[src/hdl/srtmr_pkg.sv]
// Package of constants and types for the split reload timer
`default_nettype none
package srtmr_pkg;
    // Special-function register addresses (byte addresses on the SFR bus)
    localparam logic [7:0] ADDR_CONTROL = 8'hc8;
    localparam logic [7:0] ADDR_RELOAD_LOW = 8'hca;
    localparam logic [7:0] ADDR_RELOAD_HIGH = 8'hcb;
    localparam logic [7:0] ADDR_COUNT_LOW = 8'hcc;
    localparam logic [7:0] ADDR_COUNT_HIGH = 8'hcd;
    // Control register field positions
    localparam int BIT_HIGH_FLAG = 7;
    localparam int BIT_LOW_FLAG = 6;
    localparam int BIT_LOW_IRQ_EN = 5;
    localparam int BIT_SPLIT = 3;
    localparam int BIT_RUN = 2;
    localparam int BIT_EXT_SEL = 0;
    // Writable bits of the control register; bits 4 and 1 read zero
    localparam logic [7:0] CONTROL_WMASK = 8'hed;
    localparam logic [7:0] CONTROL_RESET = 8'h00;
    localparam logic [7:0] BYTE_RESET = 8'h00;
    // Clock dividers
    localparam int SYS_DIV = 12;
    localparam int EXT_DIV = 8;
    localparam logic [3:0] SYS_DIV_LAST = 4'(SYS_DIV - 1);
    localparam logic [2:0] EXT_DIV_LAST = 3'(EXT_DIV - 1);

    typedef struct packed {
        logic wr;
        logic rd;
        logic [7:0] addr;
        logic [7:0] wdata;
    } srtmr_sfr_t;

    typedef enum logic [1:0] {
        SRC_DIV12 = 2'b00,
        SRC_EXT8 = 2'b01,
        SRC_SYS = 2'b10
    } srtmr_src_t;
endpackage
`default_nettype wire

[src/hdl/srtmr_timer.sv]
// Split reload timer: 16-bit or dual 8-bit auto-reload counter
`default_nettype none
// Notes on behaviour
// - Count held in low and high byte registers
// - Sources: system clock, /12, external /8
// - Split select zero gives 16-bit reload timer
// - 16-bit wrap loads reload pair, sets high flag
// - 16-bit overflow requests interrupt when enabled
// - Low byte wrap also interrupts if enabled
// - Split one with qualifier clear gives two independent 8-bit timers
// - Each byte reloads from its own reload byte
// - Run control gates only high byte in split
// - Per-byte clock select picks source in split; 16-bit uses low-byte select
// - Split: each byte wrap sets its flag
// - Split interrupts: high always, low if enabled
// - Flags cleared only by software writes
// - Control bit layout, all reset zero
// - Low flag set on low wrap any mode
// - Unused control bits read zero, ignore writes
module srtmr_timer (
    input wire logic CORE_CLK,
    input wire logic SYS_RST,
    input wire srtmr_pkg::srtmr_sfr_t SFR_REQ,
    output logic [7:0] SFR_RDATA,
    input wire logic TIMER_IRQ_ENABLE,
    input wire logic HIGH_BYTE_CLOCK_SELECT,
    input wire logic LOW_BYTE_CLOCK_SELECT,
    input wire logic SPLIT_QUALIFIER_BIT,
    input wire logic EXT_CLK,
    output logic IRQ
);
    import srtmr_pkg::*;

    logic [7:0] control_r;
    logic [7:0] control_nxt;
    logic [7:0] reload_low_r;
    logic [7:0] reload_high_r;
    logic [7:0] count_low_r;
    logic [7:0] count_low_nxt;
    logic [7:0] count_high_r;
    logic [7:0] count_high_nxt;
    logic [3:0] div12_r;
    logic [2:0] div8_r;
    logic ext_sync1_r;
    logic ext_sync2_r;
    logic ext_prev_r;
    logic [7:0] rdata_r;

    ////////////////////////////////////////////////////////////////////////
    // Clock enables
    wire tick_div12 = (div12_r == SYS_DIV_LAST);
    wire ext_rise = ext_sync2_r & ~ext_prev_r;
    wire tick_ext8 = ext_rise & (div8_r == EXT_DIV_LAST);

    function automatic logic src_tick(input logic sel_sys, input logic ext_sel,
                                      input logic t12, input logic t8);
        srtmr_src_t src;
        src = sel_sys ? SRC_SYS : (ext_sel ? SRC_EXT8 : SRC_DIV12);
        unique case (src)
            SRC_SYS: src_tick = 1'b1;
            SRC_EXT8: src_tick = t8;
            SRC_DIV12: src_tick = t12;
            default: src_tick = 1'b0;
        endcase
    endfunction

    always_ff @(posedge CORE_CLK) begin
        if (SYS_RST) begin
            div12_r <= '0;
        end else begin
            div12_r <= tick_div12 ? 4'h0 : div12_r + 4'h1;
        end
    end

    always_ff @(posedge CORE_CLK) begin
        if (SYS_RST) begin
            ext_sync1_r <= 1'b0;
            ext_sync2_r <= 1'b0;
            ext_prev_r <= 1'b0;
            div8_r <= '0;
        end else begin
            ext_sync1_r <= EXT_CLK;
            ext_sync2_r <= ext_sync1_r;
            ext_prev_r <= ext_sync2_r;
            if (ext_rise) begin
                div8_r <= div8_r + 3'h1;
            end
        end
    end

    ////////////////////////////////////////////////////////////////////////
    // Mode and per-byte enables
    wire split_mode = control_r[BIT_SPLIT] & ~SPLIT_QUALIFIER_BIT;
    wire run = control_r[BIT_RUN];
    wire ext_sel = control_r[BIT_EXT_SEL];
    // 16-bit mode uses the low-byte select for the whole counter
    wire tick_low = src_tick(LOW_BYTE_CLOCK_SELECT, ext_sel, tick_div12, tick_ext8);
    wire tick_high = src_tick(HIGH_BYTE_CLOCK_SELECT, ext_sel, tick_div12, tick_ext8);
    wire low_inc = split_mode ? tick_low : (run & tick_low);
    wire high_inc = split_mode ? (run & tick_high) : (run & tick_low & count_low_r == 8'hff);
    wire low_wrap = low_inc & (count_low_r == 8'hff);
    wire high_wrap = high_inc & (count_high_r == 8'hff);
    wire full_wrap = ~split_mode & low_wrap & high_wrap;

    ////////////////////////////////////////////////////////////////////////
    // Register writes
    wire wr_ctrl = SFR_REQ.wr & (SFR_REQ.addr == ADDR_CONTROL);
    wire wr_rl_low = SFR_REQ.wr & (SFR_REQ.addr == ADDR_RELOAD_LOW);
    wire wr_rl_high = SFR_REQ.wr & (SFR_REQ.addr == ADDR_RELOAD_HIGH);
    wire wr_cnt_low = SFR_REQ.wr & (SFR_REQ.addr == ADDR_COUNT_LOW);
    wire wr_cnt_high = SFR_REQ.wr & (SFR_REQ.addr == ADDR_COUNT_HIGH);

    wire [7:0] ctrl_base = wr_ctrl ? (SFR_REQ.wdata & CONTROL_WMASK) : control_r;
    wire set_high_flag = split_mode ? high_wrap : full_wrap;
    wire [7:0] flag_set = {set_high_flag, low_wrap, 6'h00};
    // Hardware set wins over a software clear in the same cycle
    assign control_nxt = ctrl_base | flag_set;

    wire [7:0] low_step = count_low_r + 8'h01;
    wire [7:0] high_step = count_high_r + 8'h01;
    // 16-bit reload only on full wrap; split reloads each byte alone
    wire low_reload = split_mode ? low_wrap : full_wrap;
    wire high_reload = split_mode ? high_wrap : full_wrap;

    assign count_low_nxt = wr_cnt_low ? SFR_REQ.wdata :
                           low_reload ? reload_low_r :
                           low_inc ? low_step : count_low_r;
    assign count_high_nxt = wr_cnt_high ? SFR_REQ.wdata :
                            high_reload ? reload_high_r :
                            high_inc ? high_step : count_high_r;

    always_ff @(posedge CORE_CLK) begin
        if (SYS_RST) begin
            control_r <= CONTROL_RESET;
            reload_low_r <= BYTE_RESET;
            reload_high_r <= BYTE_RESET;
            count_low_r <= BYTE_RESET;
            count_high_r <= BYTE_RESET;
        end else begin
            control_r <= control_nxt;
            if (wr_rl_low) begin
                reload_low_r <= SFR_REQ.wdata;
            end
            if (wr_rl_high) begin
                reload_high_r <= SFR_REQ.wdata;
            end
            count_low_r <= count_low_nxt;
            count_high_r <= count_high_nxt;
        end
    end

    ////////////////////////////////////////////////////////////////////////
    // Read data and interrupt request
    wire [7:0] rd_mux = (SFR_REQ.addr == ADDR_CONTROL) ? control_r :
                        (SFR_REQ.addr == ADDR_RELOAD_LOW) ? reload_low_r :
                        (SFR_REQ.addr == ADDR_RELOAD_HIGH) ? reload_high_r :
                        (SFR_REQ.addr == ADDR_COUNT_LOW) ? count_low_r :
                        (SFR_REQ.addr == ADDR_COUNT_HIGH) ? count_high_r : 8'h00;

    always_ff @(posedge CORE_CLK) begin
        if (SYS_RST) begin
            rdata_r <= 8'h00;
        end else if (SFR_REQ.rd) begin
            rdata_r <= rd_mux;
        end
    end
    assign SFR_RDATA = rdata_r;

    // Level request while the high flag or the enabled low flag stands; software sorts out the source
    wire irq_high = control_r[BIT_HIGH_FLAG];
    wire irq_low = control_r[BIT_LOW_FLAG] & control_r[BIT_LOW_IRQ_EN];
    assign IRQ = TIMER_IRQ_ENABLE & (irq_high | irq_low);
endmodule // srtmr_timer
`default_nettype wire

[config.mk]
export PLATFORM = sky130hd
export DESIGN_NAME = srtmr_timer
export DESIGN_NICKNAME = d
export VERILOG_FILES = /design/src/hdl/srtmr_pkg.sv /design/src/hdl/srtmr_timer.sv
export SDC_FILE = /design/constraint.sdc
export NUM_CORES = 1
export LEC_CHECK = 0
export BUFFER_PORTS_ARGS = -buffer_cell sky130_fd_sc_hd__buf_4
export CAP_MARGIN = 25
export CORE_UTILIZATION = 60
export CTS_BUF_LIST = sky130_fd_sc_hd__clkbuf_2 sky130_fd_sc_hd__clkbuf_4 sky130_fd_sc_hd__clkbuf_8
export DETAILED_ROUTE_END_ITERATION = 8
export PLACE_DENSITY_LB_ADDON = 0.05
export SYNTH_ARGS = -nofsm -noshare
export SYNTH_HDL_FRONTEND = slang
export SYNTH_SLANG_ARGS = --single-unit
[constraint.sdc]
create_clock -name CORE_CLK -period 2.5 [get_ports CORE_CLK]
set_input_delay 0.5 -clock CORE_CLK [delete_from_list [all_inputs] [get_ports CORE_CLK]]
set_output_delay 0.5 -clock CORE_CLK [all_outputs]
set_load 0.01 [all_outputs]
== After elaboration in Yosys (flattened, before gate mapping) ==
Cells that the tools add are included.
Widths: inputs -> output; s select.

* Bits in registers: 58

* Bitwise operators: 22
* Add/sub/neg operators: 4
* Eq/ne operators: 13
* Reduce and logical (&&, ||, !) cells: 5
* Mux-type cells: 21

{| class="wikitable"
|+ Operator list
! kind !! count
|-
| $mux 8 || 12
|-
| $eq 8x8->1 const B || 7
|-
| $and 1x1->1 || 17
|-
| $add 8x1->8 const B || 2
|-
| $or 8x8->8 || 1
|-
| $pmux 1 s3 || 2
|-
| $reduce_bool 3->1 || 2
|-
| $mux 1 || 5
|-
| $add 4x1->4 const B || 1
|-
| $eq 2x1->1 const B || 2
|-
| $eq 2x2->1 const B || 2
|-
| $eq 4x4->1 const B || 1
|-
| $logic_not 2->1 || 2
|-
| $mux 2 || 2
|-
| $add 3x1->3 const B || 1
|-
| $eq 3x3->1 const B || 1
|-
| $not 1->1 || 3
|-
| $reduce_or 2->1 || 1
|-
| $or 1x1->1 || 1
|}

== Longest topological paths before layout ==
Gate-level depths: netlist of run 1.

* Depth in word-level cells: 12
* Depth in mapped cells: 8
* Gate-level depth less buffers: 7

== Worst setup path before layout of run 1 ==
No wires, ideal clock.

* Kind: reg-to-reg
* Start point: reg count_low_r[0]
* End point: reg count_high_r[7]
* Clock period less this slack: 1.867 ns
* Required time: 2.378 ns
* Stages on the path, launching flop included: 8
* Library setup time: 0.122 ns
* Arrival: 1.745 ns
* Slack: 0.633 ns
* Cell sequence: dfxtp_1 > ha_1 > and4_1 > a21oi_2 > a211o_1 > buf_6 > and4_1 > a311o_1

* Word-level cells in the longest chain between the ends: 8

{| class="wikitable"
|+ Ends and longest elaborated chain
! item !! line !! RTL
|-
| from (decl) || srtmr_timer.sv:38 || <nowiki>logic [7:0] count_low_r;</nowiki>
|-
| from (signal assigned) || srtmr_timer.sv:147 || <nowiki>count_low_r <= count_low_nxt;</nowiki>
|-
| $eq 8x8->1 * || srtmr_timer.sv:100, srtmr_timer.sv:101 ||
|-
| $and 1x1->1 || srtmr_timer.sv:100 || <nowiki>wire high_inc = split_mode ? (run & tick_high) : (run & tick_low & count_low_r == 8'hff);</nowiki>
|-
| $mux 1 || srtmr_timer.sv:100 ||
|-
| $and 1x1->1 || srtmr_timer.sv:102 || <nowiki>wire high_wrap = high_inc & (count_high_r == 8'hff);</nowiki>
|-
| $and 1x1->1 || srtmr_timer.sv:103 || <nowiki>wire full_wrap = ~split_mode & low_wrap & high_wrap;</nowiki>
|-
| $mux 1 || srtmr_timer.sv:123 || <nowiki>wire high_reload = split_mode ? high_wrap : full_wrap;</nowiki>
|-
| $mux 8 || srtmr_timer.sv:129 || <nowiki>high_reload ? reload_high_r :</nowiki>
|-
| $mux 8 || srtmr_timer.sv:128 || <nowiki>assign count_high_nxt = wr_cnt_high ? SFR_REQ.wdata :</nowiki>
|-
| to (signal assigned) || srtmr_timer.sv:148 || <nowiki>count_high_r <= count_high_nxt;</nowiki>
|-
| to (decl) || srtmr_timer.sv:40 || <nowiki>logic [7:0] count_high_r;</nowiki>
|}

Mark *: on every way between the ends. The rest lies on a longest branch, timed or not.
A chain may end at the register's enable or synchronous reset.

== Worst setup path after layout of run 1 ==
* Start point: reg count_low_r[1]
* End point: reg count_high_r[7]

Same word-level chain as after synthesis.

==> results of run 1 <==
==> path summary, 6_finish.rpt <==
check	from	endpoint	slack, ns	cells after the start
hold reg to reg	ext_sync1_r	ext_sync2_r	0.44	1
setup / recovery	count_low_r[1]	count_high_r[7]	0.35	6
setup reg to reg	count_low_r[1]	count_high_r[7]	0.35	6
hold / removal	EXT_CLK	ext_sync1_r	0.40	2
==> cell families (layout without fill, tap and decap cells) <==
group	Yosys count	count (layout)	share of synthesized area [%]
simple gates	150	150	26.3
compound gates	92	92	21.0
flops	56	56	34.9
mux	31	31	9.74
buf+inv	25	53	3.43
xor+xnor	10	10	2.73
fa+ha+maj	5	5	1.95
==> state kept, by name, summed over array words and instances (netlist names) <==
name / count
ext_sync2_r: 1
ext_sync1_r: 1
SFR_RDATA: 8
reload_low_r: 8
control_r: 6
div8_r: 3
count_low_r: 8
reload_high_r: 8
div12_r: 4
count_high_r: 8
ext_prev_r: 1
==> critical path, delay by kind of cell, from the launching register on <==
family,cells,cell delay [ns]
AOI/OAI and AO/OA,3,0.77
and+or+nand+nor,2,0.56
DFF,1,0.42
adders and majority gates,1,0.27
==> placed cells by master (no fill, tap or decap), types with 3 or more instances in the layout <==
cell type and n:
o21ai_0 10, xor2_1 3, dfxtp_1 56, o21a_1 4, nor3_1 12, mux2i_1 29, nor3b_1 3, buf_4 37
inv_1 5, a211oi_1 4, a211o_1 5, nand3_1 13, and2_1 3, nor2_1 43, nor2b_1 13, a311oi_1 4
and3b_1 4, a21oi_1 29, nand4_1 9, nand2b_1 7, xnor2_1 7, and4_1 4, a221oi_1 3, ha_1 5
nand2_1 19, clkbuf_8 6, o22ai_1 4, a22oi_1 4
==> final cells by class <==
class | count | area, sq um
sequential | 56 | 1120
tap | 70 | 87.6
multi-input combinational | 288 | 1980
inverter | 8 | 30.0
clock buffer | 8 | 97.6
fill | 446 | 1540
timing repair buffer | 37 | 278
==> synth_stat cells, drive strengths merged, types with 2 or more instances <==
library cell,n
nand2,20
nor2,44
a211oi,4
inv,7
a31oi,2
mux2i,29
a221o,2
a311oi,5
and3b,4
nand3,14
o21ai,10
nor3b,3
nand4,9
nor2b,13
o221ai,2
buf,7
o21a,4
mux2,2
and3,3
o41ai,3
ha,5
nor4,3
nor3,13
xor2,3
a221oi,3
and4,4
and2,3
a21o,2
or3,2
o22ai,4
xnor2,7
a211o,5
nand2b,7
clkbuf,10
dfxtp,56
and4bb,2
a22oi,4
or2,2
a21oi,30
a41o,2
==> power groups by stage <==
stage	Combinational [mW]	Clock, mW	Sequential [mW]
after floorplan	0.0747	0	0.926
after CTS	0.139	0.539	0.906
after detailed placement	0.139	0	0.927
after global routing	0.154	0.574	0.908
after global placement	0.138	0	0.927
final	0.141	0.531	0.906
==> per-layer routing <==
metal  vias up  routed length [um]  track usage, %
li1       1422                   -               -
met1      1397                3770            45.0
met2       134                3790            52.5
met3        19                 684            6.69
met4         0                 158            8.64
met5         -                   0               0
==> stage by stage <==
step	setup slack [ns]	cell area, sq um	instances	util, %	hold slack (ns)
after detailed placement	0.392	3500	459	68.1	0.422
after floorplan	0.633	3210	369	-	0.414
after CTS	0.390	3600	467	70.0	0.405
after global placement	0.416	3500	459	68.1	0.422
final	0.347	3600	467	70.0	0.404
after global routing	0.269	3600	467	70.0	0.395
==> results.yml, run 1 <==
worst_setup_path:
  cp-end-kind: "register"
  crit_type: "register to register"
  required_ns: 2.69
  startpoint_type: "register"
  arrival_ns: 2.35
  crit_chain: "ha_1, and4_1, a21oi_2, a211o_1, and4_1, a311o_1"
  critPathMaxStageDelay_ns: 0.42
  path_max_fanout: 9
  crit_path_top_delay_cell: "dfxtp_1"
  cpMostUsedCell: "and4_1"
logic_synthesis:
  synth_edf_count: 0
  ys_seq_area_share_pct: 34.9
  synthFlopType: "dfxtp_1"
  synth_nets: 399
  synth_area_sq_um: 3210
  synthTopCellsByArea: "dfxtp_1, mux2i_1, nor2_1"
  syn_area_per_cell_sq_um: 8.71
  yosysUniqueCellTypes: 69
  async_flop_share_pct: 0
  yosysTopAreaCell: "dfxtp_1"
  synth_top_area_share_pct: 34.9
  synthCells: 369
  ys_ff_latch: 56
  synth.yosys.warnings: 0
power_and_ir_drop:
  combinationalPowerShare_pct: 8.9
  switchingPower_mw: 0.374
  leakagePower_nw: 1.35
  seqPwrFrac_pct: 57.4
  intPower_mw: 1.21
  pwr_density_cell_nw_per_um2: 439
  clkPwrFrac_pct: 33.6
  swShare_pct: 23.7
  power_mw: 1.58
  ir_drop_v: 0.000407
grt:
  grt_antenna_before_repair: 0
  grt_pass1_wl_um: 13600
  grt_max_degree: 51
  grtUsageTotal_pct: 32.7
  first_global_vias: 2642
  grt-ovfl-total: 0
timing:
  period_needed_ns: 2.15
  finClkSkew_ns: 0.0120
  worst_pin_slew_ns: 0.582
  setup_viol: 0
  setup_tns_ns: 0
  fmax_mhz: 465
  slew_headroom_pct: 61.1
  finalMaxSlewViolations: 0
  rsz0062_at_grt: "no"
  finalCritPeriodShare_pct: 86.1
  finalHoldViolCount: 0
floorplanning:
  rows: 26
  core_area_sq_um: 5140
  initial_utilization_pct: 62.5
  die_h_um: 75.2
  die-area_sq_um: 5650
  die-width_um: 75.2
  ioPinCount: 34
route:
  drt_iter0_drc: 249
  dr.pass1.iters: 5
  ant_nets: 0
  avgViaCountPerCell: 6.36
  wl_per_cell_um: 18.0
  drc: 0
  vias: 2972
  drt_wl_total_um: 8400
cts:
  htreeDepth: 2
  cts_resized: 0
  cts_buffers: 5
  clk_path_buf_depth: 2
  cts_tree: "built"
  cts_setup_buffers: 0
  cts.clk_slew.worst_paths_ns: 0.10
  insertion_delay_ns: 0.31
  cts.sinks: 56
  hold_buffers: 0
  clockRootBuffer: "clkbuf_8"
placed_design:
  io_buffer_count: 33
  dp_hpwl_um: 6230
  place_congestion: 0.920
final_layout:
  nets: 426
  area_growth_pct: 11.9
  diodes: 0
  final_layout_size_suffix_gt1_share_pct: 17.1
job:
  max-cap-violations: 0
hold_path:
  min_path_type: "primary input to register"
status:
  status: "finished, final reports clean"
(Power assumes the default switching activity.)
==> inputs of run 2 (changes only) <==
MAX_ROUTING_LAYER = met4   (was unset)
==> results.yml, run 2 (synthesis gave the netlist of run 1 again) <==
final_layout:
  n_fill_cell: 444
  area_growth_pct: 12.5
  mostFrequentLayoutCells: "dfxtp_1, nor2_1, buf_4"
  final_layout_size_suffix_gt1_share_pct: 17.1
  nets: 426
  diodes: 0
  layout_commonest_cell: "dfxtp_1"
power_and_ir_drop:
  pwr_density_cell_nw_per_um2: 458
  ir_drop_v: 0.000410
  leakagePower_nw: 1.35
route:
  vias: 2967
  drc: 0
  drt_iter0_drc: 294
  avgViaCountPerCell: 6.35
  wl_per_cell_um: 18.0
  drt_wl_total_um: 8410
  ant_nets: 0
  dr.pass1.iters: 5
floorplanning:
  initial_utilization_pct: 62.5
  ioPinCount: 34
  rows: 26
  die-area_sq_um: 5650
  die-width_um: 75.2
  die_h_um: 75.2
  core_area_sq_um: 5140
worst_setup_path:
  crit_family: "compound AO/OA/AOI/OAI gates"
  worst-path-stages: 6
  cp-end-kind: "register"
  crit_chain: "ha_1, and4_1, a21oi_2, a211o_1, and4_1, a311o_1"
  path_max_fanout: 9
  startpoint_type: "register"
  rrSetupSlack_ns: 0.34
  reg2regPathDepth: 6
  crit_type: "register to register"
  rr_startpoint: "count_low_r[1]"
  path_buf_inv: 0
  endpoint: "count_high_r[7]"
  arrival_ns: 2.36
  cpMostUsedCell: "and4_1"
  critPathMaxStageDelay_ns: 0.44
  required_ns: 2.70
  crit_path_start: "count_low_r[1]"
  worst_r2r_endpoint: "count_high_r[7]"
  crit_path_top_delay_cell: "dfxtp_1"
placed_design:
  place_ws_ns: 0.345
  dp_hpwl_um: 6380
  place_congestion: 0.940
  io_buffer_count: 33
timing:
  slew_headroom_pct: 61.3
  worst_pin_slew_ns: 0.579
  rsz0062_at_grt: "no"
  fmax_mhz: 463
  finalMaxSlewViolations: 0
  setup_ws_ns: 0.341
  setup_viol: 0
  period_needed_ns: 2.16
  finalHoldViolCount: 0
  finClkSkew_ns: 0.00853
  setup_tns_ns: 0
  finalCritPeriodShare_pct: 86.4
grt:
  grt-ovfl-total: 0
  first_global_vias: 2615
  grt_max_degree: 51
  grt_pass1_wl_um: 13100
  grtUsageTotal_pct: 32.6
  grt_antenna_before_repair: 0
cts:
  hold_buffers: 0
  clk_path_buf_depth: 2
  clockRootBuffer: "clkbuf_8"
  cts_buffers: 5
  cts.clk_slew.worst_paths_ns: 0.10
  cts_tree: "built"
  cts_setup_buffers: 0
  cts_resized: 0
  cts.sinks: 56
  insertion_delay_ns: 0.31
  htreeDepth: 2
status:
  status: "finished, final reports clean"
hold_path:
  whs_path_depth: 2
  min_from: "EXT_CLK"
  min_path_type: "primary input to register"
job:
  max-cap-violations: 0
==> run 2: layout make-up <==
type | instances | area [sq um] | area share (%)
multi-input combinational | 288 | 1980 | 54.8
sequential | 56 | 1120 | 31.0
timing repair buffer | 37 | 278 | 7.69
tap | 70 | 87.6 | 2.42
clock buffer | 5 | 68.8 | 1.90
clock inverter | 3 | 46.3 | 1.28
inverter | 8 | 30.0 | 0.831
==> run 2: routing by layer <==
| metal | wire, um | track usage [%] |
|---|---|---|
| met1 | 3780 | 43.4 |
| met2 | 3840 | 51.9 |
| met3 | 641 | 4.69 |
| met4 | 159 | 8.85 |
| met5 | 0 | - |
==> run 2: worst register-to-register path, stage by stage, from the launching register on <==
cell	delay [ns]
dfxtp_1	0.44
ha_1	0.26
and4_1	0.32
a21oi_2	0.10
a211o_1	0.41
and4_1	0.26
a311o_1	0.26
==> run 2: worst min path at each step <==
stage,endpoint,slack (ns)
2_1_floorplan,ext_sync2_r,0.41
4_1_cts,ext_sync1_r,0.39
5_1_grt,ext_sync1_r,0.38
6_report,ext_sync1_r,0.39
3_3_place_gp,ext_sync2_r,0.42
3_5_place_dp,div12_r[0],0.45
==> run 2: where the power goes <==
part,internal [mW],total [mW],switching (mW)
clock,0.302,0.606,0.304
combinational,0.0571,0.141,0.0843
sequential,0.900,0.907,0.00651
==> run 2: stage by stage <==
stage | cells | cell area [sq um] | util, % | hold WS, ns | total power [mW]
finish | 467 | 3610 | 70.3 | 0.394 | 1.65
global route | 467 | 3610 | 70.3 | 0.375 | 1.72
detailed placement | 459 | 3500 | 68.1 | 0.450 | 1.07
CTS | 467 | 3610 | 70.3 | 0.393 | 1.66
global placement | 459 | 3500 | 68.1 | 0.422 | 1.06
floorplan | 369 | 3210 | - | 0.414 | 1.00
==> inputs of run 3 (changes only) <==
ABC_AREA = 1   (was unset)
==> results.yml, run 3 <==
cts:
  htreeDepth: 2
  cts_buffers: 5
  clk_path_buf_depth: 2
  cts_setup_buffers: 0
  cts.sinks: 56
  clockRootBuffer: "clkbuf_8"
  cts_resized: 0
  insertion_delay_ns: 0.32
  hold_buffers: 0
  cts.clk_slew.worst_paths_ns: 0.10
  cts_tree: "built"
logic_synthesis:
  synth_area_sq_um: 3170
  synthCells: 457
  yosysMostFrequentCell: "nand2_1"
  synthFlopType: "dfxtp_1"
  yosys-top-cells-count: "nand2_1, dfxtp_1, a21oi_1"
  synth.yosys.warnings: 0
  synth_top_area_share_pct: 35.4
  yosysUniqueCellTypes: 37
  synth_edf_count: 0
  syn_area_per_cell_sq_um: 6.93
  yosysTopAreaCell: "dfxtp_1"
  ys_seq_area_share_pct: 35.4
  synth_nets: 487
  async_flop_share_pct: 0
  synthTopCellsByArea: "dfxtp_1, nand2_1, a21oi_1"
  ys_ff_latch: 56
timing:
  setup_viol: 0
  worst_pin_slew_ns: 0.724
  setup_tns_ns: 0
  slew_headroom_pct: 51.7
  finalCritPeriodShare_pct: 80.1
  period_needed_ns: 2.00
  setup_ws_ns: 0.497
  finClkSkew_ns: 0.00722
  fmax_mhz: 499
  finalMaxSlewViolations: 0
  rsz0062_at_grt: "no"
  finalHoldViolCount: 0
placed_design:
  place_congestion: 1.02
  place_ws_ns: 0.436
  dp_hpwl_um: 6290
  io_buffer_count: 33
final_layout:
  mostFrequentLayoutCells: "nand2_1, dfxtp_1, a21oi_1"
  final_layout_size_suffix_gt1_share_pct: 17.7
  layout_commonest_cell: "nand2_1"
  nets: 516
  diodes: 0
  area_growth_pct: 11.5
job:
  max-cap-violations: 0
floorplanning:
  die-width_um: 74.6
  initial_utilization_pct: 62.0
  rows: 26
  die_h_um: 74.6
  ioPinCount: 34
  core_area_sq_um: 5110
  die-area_sq_um: 5570
route:
  dr.pass1.iters: 5
  drt_iter0_drc: 292
  top_layer_used: "met4"
  avgViaCountPerCell: 5.70
  drc: 0
  wl_per_cell_um: 14.9
  wl_met3_um: 809
  ant_nets: 0
  wl_met1_um: 3700
  drt_wl_total_um: 8300
  vias: 3174
  wl_met2_um: 3560
worst_setup_path:
  crit_type: "register to register"
  required_ns: 2.73
  cp-end-kind: "register"
  path_max_fanout: 8
  arrival_ns: 2.23
  startpoint_type: "register"
hold_path:
  min_path_type: "primary input to register"
power_and_ir_drop:
  intPower_mw: 1.15
  ir_drop_v: 0.000300
  combinationalPowerShare_pct: 7.8
  leakagePower_nw: 1.45
  pwr_density_cell_nw_per_um2: 438
  seqPwrFrac_pct: 58.8
  clkPwrFrac_pct: 33.4
  switchingPower_mw: 0.400
  swShare_pct: 25.9
grt:
  grt_pass1_wl_um: 13200
  grt-ovfl-total: 0
  grtUsageTotal_pct: 32.7
  grt_antenna_before_repair: 0
  grt_max_degree: 30
  first_global_vias: 2732
status:
  status: "finished, final reports clean"
[run 3: cell count changes in the layout (fill, tap and decap cells not counted), moves of 21 or more]
cell	change
o21ai_0	+21
inv_1	+47
mux2i_1	-29
nand3_1	+26
a21oi_1	+25
nand2_1	+67
[run 3: power by group through the flow]
| stage | Sequential (mW) | Combinational, mW | Clock, mW |
|---|---|---|---|
| global route | 0.911 | 0.135 | 0.554 |
| finish | 0.910 | 0.121 | 0.517 |
| CTS | 0.910 | 0.120 | 0.523 |
| floorplan | 0.930 | 0.0577 | 0 |
| global placement | 0.930 | 0.117 | 0 |
| detailed placement | 0.930 | 0.119 | 0 |
[run 3: cell type report]
| cell class | instances | area (sq um) |
|---|---|---|
| clock buffer | 5 | 68.8 |
| clock inverter | 3 | 23.8 |
| fill | 472 | 1580 |
| inverter | 64 | 245 |
| multi-input combinational | 325 | 1730 |
| sequential | 56 | 1120 |
| tap | 70 | 87.6 |
| timing repair buffer | 34 | 255 |
[run 3: metrics by stage]
stage	hold WS [ns]	std cells	cell area, sq um	utilization [%]	total power, mW
global placement	0.402	549	3440	67.3	1.05
floorplan	0.388	457	3170	-	0.987
finish	0.382	557	3530	69.1	1.55
CTS	0.385	557	3530	69.1	1.55
global route	0.394	557	3530	69.1	1.60
detailed placement	0.404	549	3440	67.3	1.05
[run 3: kinds of logic (layout without fill, tap and decap cells)]
logic type      count (synthesis)  in the layout  synth area share [%]
fa+ha+maj                       5              5                  1.98
flops                          56             56                  35.4
simple gates                  203            203                  31.2
buf+inv                        76            106                  9.96
xor+xnor                       10             10                  2.77
compound gates                107            107                  18.7
[run 3: final timing paths]
path | depth (start not counted) | slack [ns] | endpoint | from
worst min-delay path | 3 | 0.38 | ext_sync1_r | EXT_CLK
worst min register to register | 2 | 0.41 | ext_sync2_r | ext_sync1_r
worst max-delay path | 12 | 0.50 | count_low_r[3] | count_high_r[0]
worst max register to register | 12 | 0.50 | count_low_r[3] | count_high_r[0]
[run 3: per-layer routing]
layer / vias to the layer above / global-route usage (%)
met5: - / -
met4: 0 / 13.4
met3: 23 / 5.62
met2: 161 / 47.9
met1: 1424 / 44.5
li1: 1566 / -
[run 3: worst max-delay path, stage by stage, from the launching register on]
cell	delay (ns)
dfxtp_1	0.45
ha_1	0.21
nand2_1	0.08
inv_1	0.08
nand2_1	0.12
nor2_4	0.27
nand3_2	0.19
nand2_1	0.18
nand2_1	0.10
nand3_1	0.07
nand3_1	0.06
nand2_1	0.06
inv_1	0.05
